<file path="config.mk">
export PLATFORM = sky130hd
export DESIGN_NAME = amp_comparator_switch_ctrl
export DESIGN_NICKNAME = d
export VERILOG_FILES = /design/src/logic/amp_cmp_pkg.sv /design/src/logic/amp_comparator_switch_ctrl.sv
export SDC_FILE = /design/constraint.sdc
export NUM_CORES = 1
export LEC_CHECK = 0
export BUFFER_PORTS_ARGS = -buffer_cell sky130_fd_sc_hd__buf_4
export CAP_MARGIN = 40
export CORE_ASPECT_RATIO = 0.75
export CORE_MARGIN = 2
export CORE_UTILIZATION = 40
export DETAILED_ROUTE_END_ITERATION = 7
export GPL_ROUTABILITY_DRIVEN = 1
export HOLD_SLACK_MARGIN = 0.12
export PLACE_DENSITY = 0.73
export SLEW_MARGIN = 20
export SYNTH_ARGS = -nofsm -noshare
export SYNTH_HDL_FRONTEND = slang
export SYNTH_SLANG_ARGS = --single-unit
</file>
<file path="constraint.sdc">
create_clock -name clk -period 1.9 [get_ports clk]
set_clock_uncertainty 0.1 [all_clocks]
set_input_delay 0.19 -clock clk [delete_from_list [all_inputs] [get_ports clk]]
set_output_delay 0.19 -clock clk [all_outputs]
set_load 0.01 [all_outputs]
</file>
<file path="src/logic/amp_cmp_pkg.sv">
package amp_cmp_pkg;
  // ****************************************
  // register map (byte offsets)
  // ****************************************
  localparam logic [7:0] OFS_RESULT_TRIM = 8'h00;
  localparam logic [7:0] OFS_CONTROL = 8'h04;
  localparam logic [7:0] OFS_AMP2 = 8'h08;
  localparam logic [7:0] OFS_EDGE = 8'h0C;
  localparam logic [7:0] OFS_STATUS = 8'h10;
  // ****************************************
  // field positions
  // ****************************************
  localparam int BIT_RESULT = 7;
  localparam int BIT_CAL_MODE = 6;
  localparam int BIT_CAL_REF = 5;
  localparam int BIT_NONINV_SRC = 7;
  localparam int BIT_IRQ_EN = 3;
  localparam int BIT_PIN_OUT_EN = 2;
  localparam int BIT_INV_SRC = 1;
  localparam int BIT_CMP_EN = 0;
  localparam int BIT_A2_POS_SEL = 0;
  localparam int BIT_A2_NEG_SEL = 1;
  localparam int BIT_A2_REF_LO = 2;
  localparam int BIT_A2_A1_POS = 4;
  localparam int BIT_A2_A1_NEG = 5;
  localparam int BIT_A2_GAIN = 6;
  localparam int BIT_A2_BUF = 7;
  localparam int BIT_A2_EN = 8;
  // ****************************************
  // reset values
  // ****************************************
  localparam logic [4:0] TRIM_RST = 5'h10;
  localparam logic NONINV_SRC_RST = 1'b1;
  localparam logic INV_SRC_RST = 1'b1;
  // ****************************************
  // edge select and reference select encodings
  // ****************************************
  typedef enum logic [1:0] {
    EDGE_OFF = 2'b00,
    EDGE_RISE = 2'b01,
    EDGE_FALL = 2'b10,
    EDGE_BOTH = 2'b11
  } edge_sel_t;
  localparam logic [1:0] REF_NONE = 2'b00;
  localparam logic [1:0] REF_HIGH = 2'b01;
  localparam logic [1:0] REF_MID = 2'b10;
  localparam logic [1:0] REF_LOW = 2'b11;
endpackage : amp_cmp_pkg

</file>
<file path="src/logic/amp_comparator_switch_ctrl.sv">
`timescale 1ns/1ps
module amp_comparator_switch_ctrl #(
  parameter bit HAS_CAL = 1'b1
) (
  input wire logic clk,
  input wire logic resetn,
  input wire logic hsel,
  input wire logic [31:0] haddr,
  input wire logic [1:0] htrans,
  input wire logic hwrite,
  input wire logic [2:0] hsize,
  input wire logic [31:0] hwdata,
  input wire logic hready,
  output logic [31:0] hrdata,
  output logic hreadyout,
  output logic hresp,
  input wire logic cmpOneRaw,
  output logic cmpOneEnableOut,
  output logic cmpOneCalModeOut,
  output logic cmpOneCalRefOut,
  output logic [4:0] cmpOneTrimOut,
  output logic cmpOneNonInvFromPin,
  output logic cmpOneInvFromPin,
  output logic cmpOnePinOutEn,
  output logic cmpOnePinOutVal,
  output logic cmpOneNonInvPinOwned,
  output logic cmpOneInvPinOwned,
  output logic cmpOneIrqPulse,
  output logic posPinSwitch,
  output logic negPinSwitch,
  output logic gainSwitches,
  output logic amp1NegRouteSwitch,
  output logic bufferFeedbackSwitch,
  output logic amp1PosRouteSwitch,
  output logic highRefSwitch,
  output logic midRefSwitch,
  output logic lowRefSwitch,
  output logic amp2NegPinOwned,
  output logic amp2PosPinOwned,
  output logic amp2OutPinOwned
);
  // ****************************************
  // registers
  // ****************************************
  logic calMode_r;
  logic calRef_r;
  logic [4:0] trim_r;
  logic nonInvSrc_r;
  logic irqEn_r;
  logic pinOutEn_r;
  logic invSrc_r;
  logic cmpEn_r;
  logic [8:0] amp2Ctl_r;
  logic [1:0] edgeSel_r;
  logic syncA_r;
  logic syncB_r;
  logic result_r;
  logic wrPend_r;
  logic [7:0] wrAddr_r;
  logic rdPend_r;
  logic [7:0] rdAddr_r;
  logic calActive;
  logic nonInvEff;
  logic invEff;
  logic [31:0] rdData;
  logic addrPhase;
  logic wrResultTrim;
  logic wrControl;
  logic wrAmp2;
  logic wrEdge;

  assign calActive = HAS_CAL & calMode_r;
  assign nonInvEff = nonInvSrc_r | calActive;
  assign invEff = invSrc_r | calActive;
  assign addrPhase = hsel & htrans[1] & hready;

  // ****************************************
  // bus slave
  // ****************************************
  always_ff @(posedge clk or negedge resetn) begin
    if (!resetn) begin
      wrPend_r <= 1'b0;
      rdPend_r <= 1'b0;
      wrAddr_r <= 8'h00;
      rdAddr_r <= 8'h00;
    end else begin
      wrPend_r <= addrPhase & hwrite;
      rdPend_r <= addrPhase & ~hwrite;
      if (addrPhase) begin
        wrAddr_r <= haddr[7:0];
        rdAddr_r <= haddr[7:0];
      end
    end
  end

  // ****************************************
  // register write decode
  // ****************************************
  always_comb begin
    wrResultTrim = 1'b0;
    wrControl = 1'b0;
    wrAmp2 = 1'b0;
    wrEdge = 1'b0;
    if (wrPend_r) begin
      if (wrAddr_r == amp_cmp_pkg::OFS_RESULT_TRIM) begin
        wrResultTrim = 1'b1;
      end else if (wrAddr_r == amp_cmp_pkg::OFS_CONTROL) begin
        wrControl = 1'b1;
      end else if (wrAddr_r == amp_cmp_pkg::OFS_AMP2) begin
        wrAmp2 = 1'b1;
      end else if (wrAddr_r == amp_cmp_pkg::OFS_EDGE) begin
        wrEdge = 1'b1;
      end
    end
  end

  // reduced variant keeps no calibration state
  always_ff @(posedge clk or negedge resetn) begin
    if (!resetn) begin
      calMode_r <= 1'b0;
      calRef_r <= 1'b0;
      trim_r <= amp_cmp_pkg::TRIM_RST;
    end else if (wrResultTrim && HAS_CAL) begin
      calMode_r <= hwdata[amp_cmp_pkg::BIT_CAL_MODE];
      calRef_r <= hwdata[amp_cmp_pkg::BIT_CAL_REF];
      trim_r <= hwdata[4:0];
    end
  end

  always_ff @(posedge clk or negedge resetn) begin
    if (!resetn) begin
      nonInvSrc_r <= amp_cmp_pkg::NONINV_SRC_RST;
      irqEn_r <= 1'b0;
      pinOutEn_r <= 1'b0;
      invSrc_r <= amp_cmp_pkg::INV_SRC_RST;
      cmpEn_r <= 1'b0;
    end else if (wrControl) begin
      // stored even while calibration forces the effective value
      nonInvSrc_r <= hwdata[amp_cmp_pkg::BIT_NONINV_SRC];
      irqEn_r <= hwdata[amp_cmp_pkg::BIT_IRQ_EN];
      pinOutEn_r <= hwdata[amp_cmp_pkg::BIT_PIN_OUT_EN];
      invSrc_r <= hwdata[amp_cmp_pkg::BIT_INV_SRC];
      cmpEn_r <= hwdata[amp_cmp_pkg::BIT_CMP_EN];
    end
  end

  always_ff @(posedge clk or negedge resetn) begin
    if (!resetn) begin
      amp2Ctl_r <= 9'h000;
    end else if (wrAmp2) begin
      amp2Ctl_r <= hwdata[8:0];
    end
  end

  always_ff @(posedge clk or negedge resetn) begin
    if (!resetn) begin
      edgeSel_r <= amp_cmp_pkg::EDGE_OFF;
    end else if (wrEdge) begin
      edgeSel_r <= hwdata[1:0];
    end
  end

  // ****************************************
  // register read mux
  // ****************************************
  always_comb begin
    rdData = 32'h0000_0000;
    if (rdAddr_r == amp_cmp_pkg::OFS_RESULT_TRIM) begin
      rdData[amp_cmp_pkg::BIT_RESULT] = result_r;
      if (HAS_CAL) begin
        rdData[amp_cmp_pkg::BIT_CAL_MODE] = calMode_r;
        rdData[amp_cmp_pkg::BIT_CAL_REF] = calRef_r;
        rdData[4:0] = trim_r;
      end
    end else if (rdAddr_r == amp_cmp_pkg::OFS_CONTROL) begin
      rdData[amp_cmp_pkg::BIT_NONINV_SRC] = nonInvEff;
      rdData[amp_cmp_pkg::BIT_IRQ_EN] = irqEn_r;
      rdData[amp_cmp_pkg::BIT_PIN_OUT_EN] = pinOutEn_r;
      rdData[amp_cmp_pkg::BIT_INV_SRC] = invEff;
      rdData[amp_cmp_pkg::BIT_CMP_EN] = cmpEn_r;
    end else if (rdAddr_r == amp_cmp_pkg::OFS_AMP2) begin
      rdData[8:0] = amp2Ctl_r;
    end else if (rdAddr_r == amp_cmp_pkg::OFS_EDGE) begin
      rdData[1:0] = edgeSel_r;
    end else if (rdAddr_r == amp_cmp_pkg::OFS_STATUS) begin
      rdData[0] = result_r;
    end
  end

  always_ff @(posedge clk or negedge resetn) begin
    if (!resetn) begin
      hrdata <= 32'h0000_0000;
    end else if (addrPhase & ~hwrite) begin
      hrdata <= 32'h0000_0000;
    end else if (rdPend_r) begin
      hrdata <= rdData;
    end
  end

  // read data is registered one cycle after the data phase opens
  always_ff @(posedge clk or negedge resetn) begin
    if (!resetn) begin
      hreadyout <= 1'b1;
    end else if (addrPhase & ~hwrite) begin
      hreadyout <= 1'b0;
    end else begin
      hreadyout <= 1'b1;
    end
  end

  always_ff @(posedge clk or negedge resetn) begin
    if (!resetn) begin
      hresp <= 1'b0;
    end else begin
      hresp <= 1'b0;
    end
  end

  // ****************************************
  // comparator result path
  // ****************************************
  always_ff @(posedge clk or negedge resetn) begin
    if (!resetn) begin
      syncA_r <= 1'b0;
      syncB_r <= 1'b0;
      result_r <= 1'b0;
    end else begin
      syncA_r <= cmpOneRaw;
      syncB_r <= syncA_r;
      result_r <= cmpEn_r & syncB_r;
    end
  end

  // ****************************************
  // interrupt edge detection
  // ****************************************
  always_ff @(posedge clk or negedge resetn) begin
    if (!resetn) begin
      cmpOneIrqPulse <= 1'b0;
    end else begin
      case (edgeSel_r)
        amp_cmp_pkg::EDGE_RISE: cmpOneIrqPulse <= irqEn_r & cmpEn_r & ~result_r & syncB_r;
        amp_cmp_pkg::EDGE_FALL: cmpOneIrqPulse <= irqEn_r & cmpEn_r & result_r & ~syncB_r;
        amp_cmp_pkg::EDGE_BOTH: cmpOneIrqPulse <= irqEn_r & cmpEn_r & (result_r ^ syncB_r);
        default: cmpOneIrqPulse <= 1'b0;
      endcase
    end
  end

  always_ff @(posedge clk or negedge resetn) begin
    if (!resetn) begin
      cmpOneEnableOut <= 1'b0;
      cmpOneCalModeOut <= 1'b0;
      cmpOneCalRefOut <= 1'b0;
      cmpOneTrimOut <= amp_cmp_pkg::TRIM_RST;
    end else begin
      cmpOneEnableOut <= cmpEn_r;
      cmpOneCalModeOut <= calActive;
      cmpOneCalRefOut <= calRef_r;
      cmpOneTrimOut <= trim_r;
    end
  end

  // effective input routing, forced to the pins during calibration
  always_ff @(posedge clk or negedge resetn) begin
    if (!resetn) begin
      cmpOneNonInvFromPin <= amp_cmp_pkg::NONINV_SRC_RST;
      cmpOneInvFromPin <= amp_cmp_pkg::INV_SRC_RST;
    end else begin
      cmpOneNonInvFromPin <= nonInvEff;
      cmpOneInvFromPin <= invEff;
    end
  end

  // ****************************************
  // comparator pin ownership
  // ****************************************
  always_ff @(posedge clk or negedge resetn) begin
    if (!resetn) begin
      cmpOnePinOutEn <= 1'b0;
      cmpOnePinOutVal <= 1'b0;
      cmpOneNonInvPinOwned <= 1'b0;
      cmpOneInvPinOwned <= 1'b0;
    end else begin
      cmpOnePinOutEn <= cmpEn_r & pinOutEn_r;
      cmpOnePinOutVal <= result_r;
      cmpOneNonInvPinOwned <= cmpEn_r & nonInvEff;
      cmpOneInvPinOwned <= cmpEn_r & invEff;
    end
  end

  // ****************************************
  // amplifier-2 switch and pin decode
  // ****************************************
  logic a2Pos;
  logic a2Neg;
  logic [1:0] a2Ref;
  logic a2Gain;
  logic a2Buf;
  logic amp2_enable;
  logic a2FromAmp1Pos;
  logic a2FromAmp1Neg;
  logic refAllowed;
  assign a2Pos = amp2Ctl_r[amp_cmp_pkg::BIT_A2_POS_SEL];
  assign a2Neg = amp2Ctl_r[amp_cmp_pkg::BIT_A2_NEG_SEL];
  assign a2Ref = amp2Ctl_r[amp_cmp_pkg::BIT_A2_REF_LO +: 2];
  assign a2Gain = amp2Ctl_r[amp_cmp_pkg::BIT_A2_GAIN];
  assign a2Buf = amp2Ctl_r[amp_cmp_pkg::BIT_A2_BUF];
  assign amp2_enable = amp2Ctl_r[amp_cmp_pkg::BIT_A2_EN];
  assign a2FromAmp1Pos = amp2Ctl_r[amp_cmp_pkg::BIT_A2_A1_POS];
  assign a2FromAmp1Neg = amp2Ctl_r[amp_cmp_pkg::BIT_A2_A1_NEG];
  // positive pin and amp1 route take priority over references
  assign refAllowed = ~a2Pos & ~a2FromAmp1Pos;

  always_ff @(posedge clk or negedge resetn) begin
    if (!resetn) begin
      posPinSwitch <= 1'b0;
      negPinSwitch <= 1'b0;
      gainSwitches <= 1'b0;
      amp1NegRouteSwitch <= 1'b0;
      bufferFeedbackSwitch <= 1'b0;
      amp1PosRouteSwitch <= 1'b0;
      highRefSwitch <= 1'b0;
      midRefSwitch <= 1'b0;
      lowRefSwitch <= 1'b0;
    end else begin
      posPinSwitch <= a2Pos;
      negPinSwitch <= a2Neg;
      gainSwitches <= amp2_enable & a2Gain;
      amp1NegRouteSwitch <= ~a2Neg & a2FromAmp1Neg;
      // feedback stays open when a reference drives the input
      bufferFeedbackSwitch <= amp2_enable & a2Buf & a2Pos;
      amp1PosRouteSwitch <= ~a2Pos & a2FromAmp1Pos;
      highRefSwitch <= refAllowed & (a2Ref == amp_cmp_pkg::REF_HIGH);
      midRefSwitch <= refAllowed & (a2Ref == amp_cmp_pkg::REF_MID);
      lowRefSwitch <= refAllowed & (a2Ref == amp_cmp_pkg::REF_LOW);
    end
  end

  // ****************************************
  // amplifier-2 pin ownership
  // ****************************************
  always_ff @(posedge clk or negedge resetn) begin
    if (!resetn) begin
      amp2NegPinOwned <= 1'b0;
      amp2PosPinOwned <= 1'b0;
      amp2OutPinOwned <= 1'b0;
    end else begin
      amp2OutPinOwned <= amp2_enable;
      amp2PosPinOwned <= amp2_enable & a2Pos;
      amp2NegPinOwned <= amp2_enable & (a2Neg | a2Gain);
    end
  end
endmodule : amp_comparator_switch_ctrl

</file>
# Yosys cells after proc, flatten, opt, wreduce, memory -nomap -nowiden
# Cells that the tools add are included.
# totals
word_cells	117
regBits	96
inputBits	75
out_inout_bits	61
# classes
bitwise	35
n_mux	29
n_reduce_logical	2
n_eq_ne	10
# ops
operator	count
32-bit two-way mux	2
1-bit bitwise AND	25
1-bit two-way mux	21
8-bit by 4-bit equality test with 1-bit output (second input constant)	2
2-bit equality test (second input constant)	4
8-bit by 3-bit equality test with 1-bit output (second input constant)	1
8-bit by 5-bit equality test with 1-bit output (second input constant)	1
8-bit logical NOT	1
8-bit two-way mux	1
7-bit two-way mux	1
1-bit NOT	6
2-bit by 1-bit equality test with 1-bit output (second input constant)	2
4-bit two-way mux	1
3-bit two-way mux	1
1-bit OR	3
1-bit case mux with 3 select lines	1
2-bit two-way mux	1
2-bit nonzero test	1
1-bit bitwise XOR	1

# Logic depth before layout (Yosys ltp)
# Gate-level depths: netlist (run 1).
# logic_depth
ltp_word	8
mapped_depth	5
ltp_nobuf	5

# Worst setup path after synthesis (run 1)
# No wires, ideal clock.
# synth_path
path_type	register to register
from	reg, netlist name rdAddr_r[5]
to	reg cmpEn_r
path_buffers	1
required_ps	1675
path_stages_with_launch	6
arrival_ps	1792
path_slack_ps	-117
setup_time_ps	125
synth_period_minus_slack_ps	2017
cell_sequence	dfrtp_1 -> or4_4 -> nor3_4 -> and4b_1 -> buf_4 -> mux2_2
# synth_rtl
element	line_no	text
end signal, assigned	amp_comparator_switch_ctrl.sv:143	cmpEn_r <= hwdata[amp_cmp_pkg::BIT_CMP_EN];
end, declared	amp_comparator_switch_ctrl.sv:52	logic cmpEn_r;

==> results.txt, run 1 <==
----------------------------------------------------
[Worst setup path]
  Startpoint class of the critical path ... register
  Kind of capture point of the worst setup path ... register
  Worst endpoint data arrival time ... 2.15 ns
  Crit path max fanout ... 5
  Required time of the worst setup path ... 2.03 ns
  Type of the worst setup path ... reg2reg

[Logic synthesis]
  Synthesized area divided by synthesized cell count ... 13.5 um2
  Post-synthesis register bit count ... 73
  Syn Std Cell Area ... 0.00294 mm2
  Most instantiated library cell after synthesis ... sky130_fd_sc_hd__dfrtp_1
  Most common library cells after synthesis ... 66 x sky130_fd_sc_hd__dfrtp_1, 33 x sky130_fd_sc_hd__mux2_2, 26 x sky130_fd_sc_hd__buf_4
  Cell types occupying the most area after synthesis ... sky130_fd_sc_hd__dfrtp_1 56%, sky130_fd_sc_hd__mux2_2 13%, sky130_fd_sc_hd__buf_4 6.6%
  Post-Synthesis Cells ... 218
  Top cell type by total area after synthesis ... sky130_fd_sc_hd__dfrtp_1
  Total of warnings raised by yosys ... 0
  Share of the synthesized area in the top cell type ... 56.2%
  Number of distinct library cells after synthesis ... 35
  Dominant register cell in the synthesized netlist ... sky130_fd_sc_hd__dfrtp_1
  Sequential area share after synthesis ... 62.5%
  Asr flop ratio synth ... 100%
  Number of enable flip-flop cells after synthesis ... 0

[Run status]
  Violated checks ... negative setup slack
  Result of the run ... finished, violations left

[Pwr]
  Part of the power in registers ... 52.1%
  Power density of the placed cells ... 814 mW/mm2
  Worst supply voltage drop on vdd ... 0.428 mV
  Power dissipated by switching net loads ... 811 uW
  Net switching fraction of the power ... 24.4%
  Int Pwr ... 2510 uW
  Clock network power share ... 35.7%
  Combinational share of power ... 12.2%
  Leakage ... 0.00201 uW

[Die]
  Die width ... 103 um
  Boundary Pins ... 136
  Total Die Area ... 0.00806 mm2
  DIE HEIGHT ... 78.2 um
  Core footprint ... 0.00723 mm2
  Standard-cell row count ... 27
  Starting utilization of the core area ... 40.7%

[Global routing]
  GR Overflow Total ... 0
  Wire length of the first global-routing pass ... 9290 um
  GR Util All Layers ... 15.6%
  Via count of the first global-routing pass ... 1833
  Pin count of the biggest net entering global routing ... 40
  Antenna violations before repair ... 0

[Routing]
  Drt drc ... 0
  Post-detailed-routing wire length ... 5880 um
  Number of vias per cell ... 4.48
  Number of routed nets with antenna violations ... 0
  Average wire length per cell after detail routing ... 13.8 um
  First-pass iteration count of the detailed router ... 4
  DRC marker count from the first detailed-route iteration ... 69
  Vias after detailed routing ... 1902

[Timing]
  Ratio of final minimum period to clock period ... 106%
  Maximum operating frequency ... 0.495 GHz
  Minimum clock period ... 2.02 ns
  Worst slew margin relative to its limit ... 64.9%
  Post-layout worst setup margin ... -0.122 ns
  Final-report setup violation count ... 27
  Endpoints failing hold ... 0
  Setup TNS Final ... -2.14 ns
  Transition time of the tightest slew-check pin ... 0.526 ns
  Slew Limit Fails ... 0
  RSZ-0062 raised after global routing ... true

[Layout]
  Number of diodes added for antenna fixing ... 0
  Number of nets in the finished design ... 394
  Finished Cell Area ... 0.00408 mm2
  Fraction of final layout cells with drive strength greater than 1 ... 45.4%
  Area growth syn-to-layout ... 39.0%

[Placed design]
  Total of buffers placed on input and output ports ... 60
  Area of placed instances ... 0.00354 mm2
  Routability Congestion ... 0.746
  DP Wirelength ... 4050 um

[CTS]
  Number of CTS-inserted buffers ... 9
  Number of clock sinks ... 73
  Max Buffers Root-to-Sink ... 2
  Cell chosen for the clock root ... sky130_fd_sc_hd__clkbuf_8
  CTS tree ... done
  CTS HTree Levels ... 3
  Clock latency at the later pin of the worst-skew pair ... 0.35 ns
  Clock-pin slew on the worst setup and hold paths ... 0.07 ns

[Flow run]
  Max-capacitance violation count ... 0

[Worst hold path]
  HP Class ... in2reg

----------------------------------------------------
[cells by family after synthesis]
kind of cell	share of synthesized area, %
DFF	62.5
muxes	14.8
other	0.128
buffers and inverters	7.92
AOI/OAI and AO/OA	4.22
and+or+nand+nor	10.5
[power by group through the flow]
stage	clock (uW)	sequential [uW]	combinational, uW
after floorplan	0	1740	208
after global placement	0	1750	335
after detailed placement	0	1750	342
after CTS	1220	1720	387
after global routing	1290	1740	443
final	1190	1730	405
[flip-flops by register name, summed over array words and instances (netlist names), 2 cells and up]
name,flops
amp2Ctl_r,9
cmpOneTrimOut,5
edgeSel_r,2
hrdata,9
rdAddr_r,8
trim_r,5
[routing by layer]
layer	wire [um]	share of wire, %	track usage (%)
met2	2690	46	22.3
met1	2760	47	22.1
met5	0	0	0
met3	395	6.7	5.61
met4	41	0.70	4.74
[cell usage in the layout, fill, tap and decap left out, drive strengths merged]
master	Yosys	final
clkbuf	2	11
a31o	1	1
clkinv	1	3
nor3	1	1
nand3	7	7
o2bb2ai	2	2
o21ai	2	2
o21a	1	1
mux4	1	1
o32ai	1	1
bufinv	0	1
buf	29	78
mux2i	3	3
nor2b	4	4
a21oi	10	10
dlygate4sd3	0	20
mux2	34	34
and3	5	5
or4	1	1
and4b	1	1
o211ai	1	1
dfrtp	66	66
o22ai	1	1
or2	2	2
dfstp	7	7
clkinvlp	0	2
and2	6	6
a211oi	1	1
inv	2	2
nand4	3	3
nand2b	10	10
nor4	1	1
nand2	4	4
nor2	7	7
conb	1	24
[layout make-up]
| type | count | area [um2] |
|---|---|---|
| Clock buffer | 11 | 141 |
| Timing Repair Buffer | 98 | 830 |
| Inverter | 3 | 11.3 |
| Sequential cell | 73 | 1840 |
| Fill cell | 620 | 3150 |
| Multi-Input combinational cell | 134 | 1080 |
| Clock inverter | 5 | 55.1 |
| Tap cell | 101 | 126 |
[per-stage QoR]
stage          hold slack (ns)  setup slack [ns]  utilization [%]  power (uW)  cells
6_report                 0.168            -0.122             56.5        3320    425
5_1_grt                  0.200            -0.180             56.5        3480    425
4_1_cts                  0.161            -0.137             55.1        3330    423
3_5_place_dp            0.0745            -0.187             49.0        2100    385
3_3_place_gp            0.0747            -0.162             49.0        2080    385
2_1_floorplan           -0.206            -0.117                -        1950    241
[repair_timing]
action,in CTS,in global routing
gates resized for setup,9,19
endpoints found under the hold margin,103,0
pin swaps,1,5
buffers inserted,2,3
endpoints found under the setup margin,25,30
hold buffers,20,0
[worst paths after layout]
kind / from / to / slack [ns] / cells past startpoint
max: rdAddr_r[5] / cmpEn_r / -0.12 / 5
min: htrans[1] / hreadyout / 0.17 / 3
max reg2reg: rdAddr_r[5] / cmpEn_r / -0.12 / 5
min reg2reg: syncA_r / syncB_r / 0.25 / 0
max in group asynchronous: resetn / cmpOneInvFromPin / 0.86 / 3
min in group asynchronous: resetn / cmpOneTrimOut[2] / 0.24 / 2
[worst max-delay path: stages, from the launching register on]
cell and delay, ns:
sky130_fd_sc_hd__dfrtp_1 0.38, sky130_fd_sc_hd__or4_4 0.56, sky130_fd_sc_hd__nor3_4 0.18, sky130_fd_sc_hd__and4b_1 0.24
sky130_fd_sc_hd__buf_6 0.14, sky130_fd_sc_hd__mux2_4 0.30
Power figures use the tool's default switching activity.
==> run 2: changes to the inputs <==
--- a/config.mk
+++ b/config.mk
@@ -5,6 +5,7 @@
 export SDC_FILE = /design/constraint.sdc
 export NUM_CORES = 1
 export LEC_CHECK = 0
+export ABC_AREA = 1
 export BUFFER_PORTS_ARGS = -buffer_cell sky130_fd_sc_hd__buf_4
 export CAP_MARGIN = 40
 export CORE_ASPECT_RATIO = 0.75
==> results.txt, run 2 <==
----------------------------------------------------
[Global routing]
  Pin count of the biggest net entering global routing ... 42 (+5.0%)
  GR Overflow Total ... 0 (unchanged)
  GR Util All Layers ... 16.5% (+0.94 points)
  Antenna violations before repair ... 0 (unchanged)
  Via count of the first global-routing pass ... 2058 (+12%)
  Wire length of the first global-routing pass ... 9980 um (+7.4%)

[CTS]
  Clock latency at the later pin of the worst-skew pair ... 0.34 ns (about the same)
  Number of post-CTS setup repair buffers ... 0 (-2)
  Cts-stage hold buffer count ... 24 (+20%)
  CTS tree ... done
  Number of cells upsized or downsized after cts ... 0 (-9)
  Clock-pin slew on the worst setup and hold paths ... 0.07 ns (about the same)
  Number of clock sinks ... 73 (unchanged)
  Number of CTS-inserted buffers ... 9 (unchanged)
  Max Buffers Root-to-Sink ... 2 (unchanged)
  CTS HTree Levels ... 3 (unchanged)
  Cell chosen for the clock root ... sky130_fd_sc_hd__clkbuf_8

[Pwr]
  Worst supply voltage drop on vdd ... 0.347 mV (-19%)
  Power density of the placed cells ... 771 mW/mm2 (-5.3%)
  Combinational share of power ... 8.9% (-3.3 points)
  Net switching fraction of the power ... 24.0% (-0.35 points)
  Total power draw ... 2980 uW (-10%)
  Clock network power share ... 36.0% (+0.3 points)
  Int Pwr ... 2260 uW (-10%)
  Leakage ... 0.00198 uW (-1.4%)
  Part of the power in registers ... 55.0% (+2.9 points)
  Power dissipated by switching net loads ... 716 uW (-12%)

[Layout]
  Fraction of final layout cells with drive strength greater than 1 ... 27.0% (-18 points)
  Biggest registers after layout ... amp2Ctl_r x9, hrdata x9, rdAddr_r x8
  Finished Cell Area ... 0.00386 mm2 (-5.5%)
  Number of nets in the finished design ... 462 (+17%)
  Final Non-Filler Cells ... 493 (+16%)
  Multi-input gate area in the final layout ... 876 um2 (-19%)
  Number of diodes added for antenna fixing ... 0 (unchanged)
  Area growth syn-to-layout ... 30.4%
  Most common cell after layout, fill and taps aside ... sky130_fd_sc_hd__dfrtp_1
  Sequential standard cell area ... 0.00184 mm2 (unchanged)
  Final-layout fill cell count ... 643 (+3.7%)
  Most used cells in the layout excluding fill and tap cells ... 66 x sky130_fd_sc_hd__dfrtp_1, 62 x sky130_fd_sc_hd__buf_4, 60 x sky130_fd_sc_hd__nand2_1, 31 x sky130_fd_sc_hd__inv_1, 27 x sky130_fd_sc_hd__nor2_1

[Logic synthesis]
  Sequential area share after synthesis ... 62.0% (-0.45 points)
  Share of the synthesized area in the top cell type ... 55.8% (-0.40 points)
  Number of enable flip-flop cells after synthesis ... 0 (unchanged)
  Post-Synthesis Cells ... 294 (+35%)
  Most common library cells after synthesis ... 66 x sky130_fd_sc_hd__dfrtp_1, 60 x sky130_fd_sc_hd__nand2_1, 31 x sky130_fd_sc_hd__inv_1
  Asr flop ratio synth ... 100% (unchanged)
  Dominant register cell in the synthesized netlist ... sky130_fd_sc_hd__dfrtp_1
  Total of warnings raised by yosys ... 0 (unchanged)
  Number of distinct library cells after synthesis ... 28 (-20%)
  Synthesized area divided by synthesized cell count ... 10.1 um2 (-25%)
  Most instantiated library cell after synthesis ... sky130_fd_sc_hd__dfrtp_1
  Top cell type by total area after synthesis ... sky130_fd_sc_hd__dfrtp_1
  Cell types occupying the most area after synthesis ... sky130_fd_sc_hd__dfrtp_1 56%, sky130_fd_sc_hd__nand2_1 7.6%, sky130_fd_sc_hd__dfstp_2 6.2%
  Post-synthesis register bit count ... 73 (unchanged)
  Syn Std Cell Area ... 0.00296 mm2 (+0.72%)

[Worst setup path]
  Kind of capture point of the worst setup path ... register
  Worst endpoint data arrival time ... 1.81 ns (-0.34 ns)
  Crit path max fanout ... 17 (+12)
  Slowest-stage cell, CP ... sky130_fd_sc_hd__dfrtp_1
  Worst-path cell chain ... nor2_2 -> nand2_2 -> nor4_4 -> nand2_4 -> nand2_1 -> o21ai_2
  Startpoint class of the critical path ... register
  Required time of the worst setup path ... 2.03 ns (about the same)
  Delay of the slowest critical-path stage ... 0.39 ns (-0.17 ns)
  Type of the worst setup path ... reg2reg

[Timing]
  Final-report setup violation count ... 0 (-100%)
  Endpoints failing hold ... 0 (unchanged)
  Setup TNS Final ... 0 ns (+2.14 ns)
  Minimum clock period ... 1.68 ns (-0.345 ns)
  RSZ-0062 raised after global routing ... false
  Worst slew margin relative to its limit ... 66.3% (+1.4 points)
  Slew Limit Fails ... 0 (unchanged)
  Post-layout worst setup margin ... 0.223 ns (+0.345 ns)
  Transition time of the tightest slew-check pin ... 0.505 ns (-0.0218 ns)
  Maximum operating frequency ... 0.596 GHz (+21%)
  Ratio of final minimum period to clock period ... 88.3% (-18 points)

[Placed design]
  Area of placed instances ... 0.00345 mm2 (-2.7%)
  Routability Congestion ... 0.906 (+21%)
  Total of buffers placed on input and output ports ... 60 (unchanged)
  DP Worst Slack ... 0.237 ns (+0.424 ns)
  DP Wirelength ... 4310 um (+6.4%)
  Count of placed standard cells including taps ... 453 (+18%)

[Routing]
  Number of vias per cell ... 4.36 (-2.5%)
  Vias after detailed routing ... 2151 (+13%)
  Average wire length per cell after detail routing ... 12.3 um (-11%)
  Drt drc ... 0 (unchanged)
  Post-detailed-routing wire length ... 6080 um (+3.3%)
  Number of routed nets with antenna violations ... 0 (unchanged)
  DRC marker count from the first detailed-route iteration ... 117 (+70%)
  First-pass iteration count of the detailed router ... 4 (unchanged)

[Die]
  DIE HEIGHT ... 78.5 um (+0.34%)
  Starting utilization of the core area ... 40.8% (+0.10 points)
  Boundary Pins ... 136 (unchanged)
  Die width ... 103 um (+0.34%)
  Core footprint ... 0.00726 mm2 (+0.47%)
  Total Die Area ... 0.00811 mm2 (+0.68%)
  Standard-cell row count ... 27 (unchanged)

[Flow run]
  Max-capacitance violation count ... 0 (unchanged)

[Worst hold path]
  HP Class ... in2async

[Run status]
  Result of the run ... complete, no violations

----------------------------------------------------
-- run 2: cell types whose count changed in the layout (fill, tap and decap cells not counted), moves of 10 or more --
cell	delta
sky130_fd_sc_hd__inv_1	+29
sky130_fd_sc_hd__o21ai_0	+16
sky130_fd_sc_hd__nand2_1	+56
sky130_fd_sc_hd__nor2_1	+20
sky130_fd_sc_hd__nand2b_1	-10
sky130_fd_sc_hd__mux2_4	-22
-- run 2: worst max-delay path, delay by kind of cell, from the launching register on --
family	cells	cell delay (ns)
simple gates	5	1.02
compound gates	1	0.06
flops	1	0.39
-- run 2: logic make-up (layout without fill, tap and decap cells) --
group | count (synthesis) | count (layout) | share of synthesized area, %
AO/OA/AOI/OAI | 48 | 48 | 9.72
buffers and inverters | 61 | 136 | 11.3
AND/OR/NAND/NOR | 108 | 108 | 15.7
flip-flops | 73 | 73 | 62.0
other | 1 | 24 | 0.127
multiplexers | 3 | 3 | 1.14
-- run 2: layout make-up --
class                           count  area share [%]
Clock inverter                      3           0.389
Clock buffer                       13            4.12
Timing Repair Buffer               87            18.8
Sequential cell                    73            47.5
Tap cell                          101            3.27
Inverter                           33            3.21
Multi-Input combinational cell    183            22.7
-- run 2: metal layers --
layer  vias up  GRT usage [%]  wire (um)
li1       1065              -          -
met1       993           23.7       2960
met2        85           23.5       2600
met3         8           5.70        458
met4         0           5.13         65
met5         -              0          0
-- run 2: stage by stage --
step / utilization [%] / hold WS (ns)
finish: 53.2 / 0.242
global route: 53.2 / 0.273
CTS: 53.2 / 0.225
detailed placement: 47.5 / 0.0559
global placement: 47.5 / 0.0535
floorplan: - / -0.206
-- run 2: worst paths after layout --
kind / from / to / slack [ns] / depth (start not counted)
max in group asynchronous: resetn / trim_r[4] / 0.83 / 3
min in group clk: syncA_r / syncB_r / 0.26 / 0
min reg2reg: syncA_r / syncB_r / 0.26 / 0
max: rdAddr_r[7] / amp2Ctl_r[2] / 0.22 / 6
max reg2reg: rdAddr_r[7] / amp2Ctl_r[2] / 0.22 / 6
min: resetn / wrPend_r / 0.24 / 2
-- run 2: power groups by stage --
| stage | clock network (uW) | registers [uW] | logic (uW) |
|---|---|---|---|
| 4_1_cts | 1100 | 1640 | 268 |
| 6_report | 1070 | 1640 | 266 |
| 2_1_floorplan | 0 | 1670 | 149 |
| 3_5_place_dp | 0 | 1670 | 230 |
| 5_1_grt | 1170 | 1640 | 299 |
| 3_3_place_gp | 0 | 1670 | 223 |
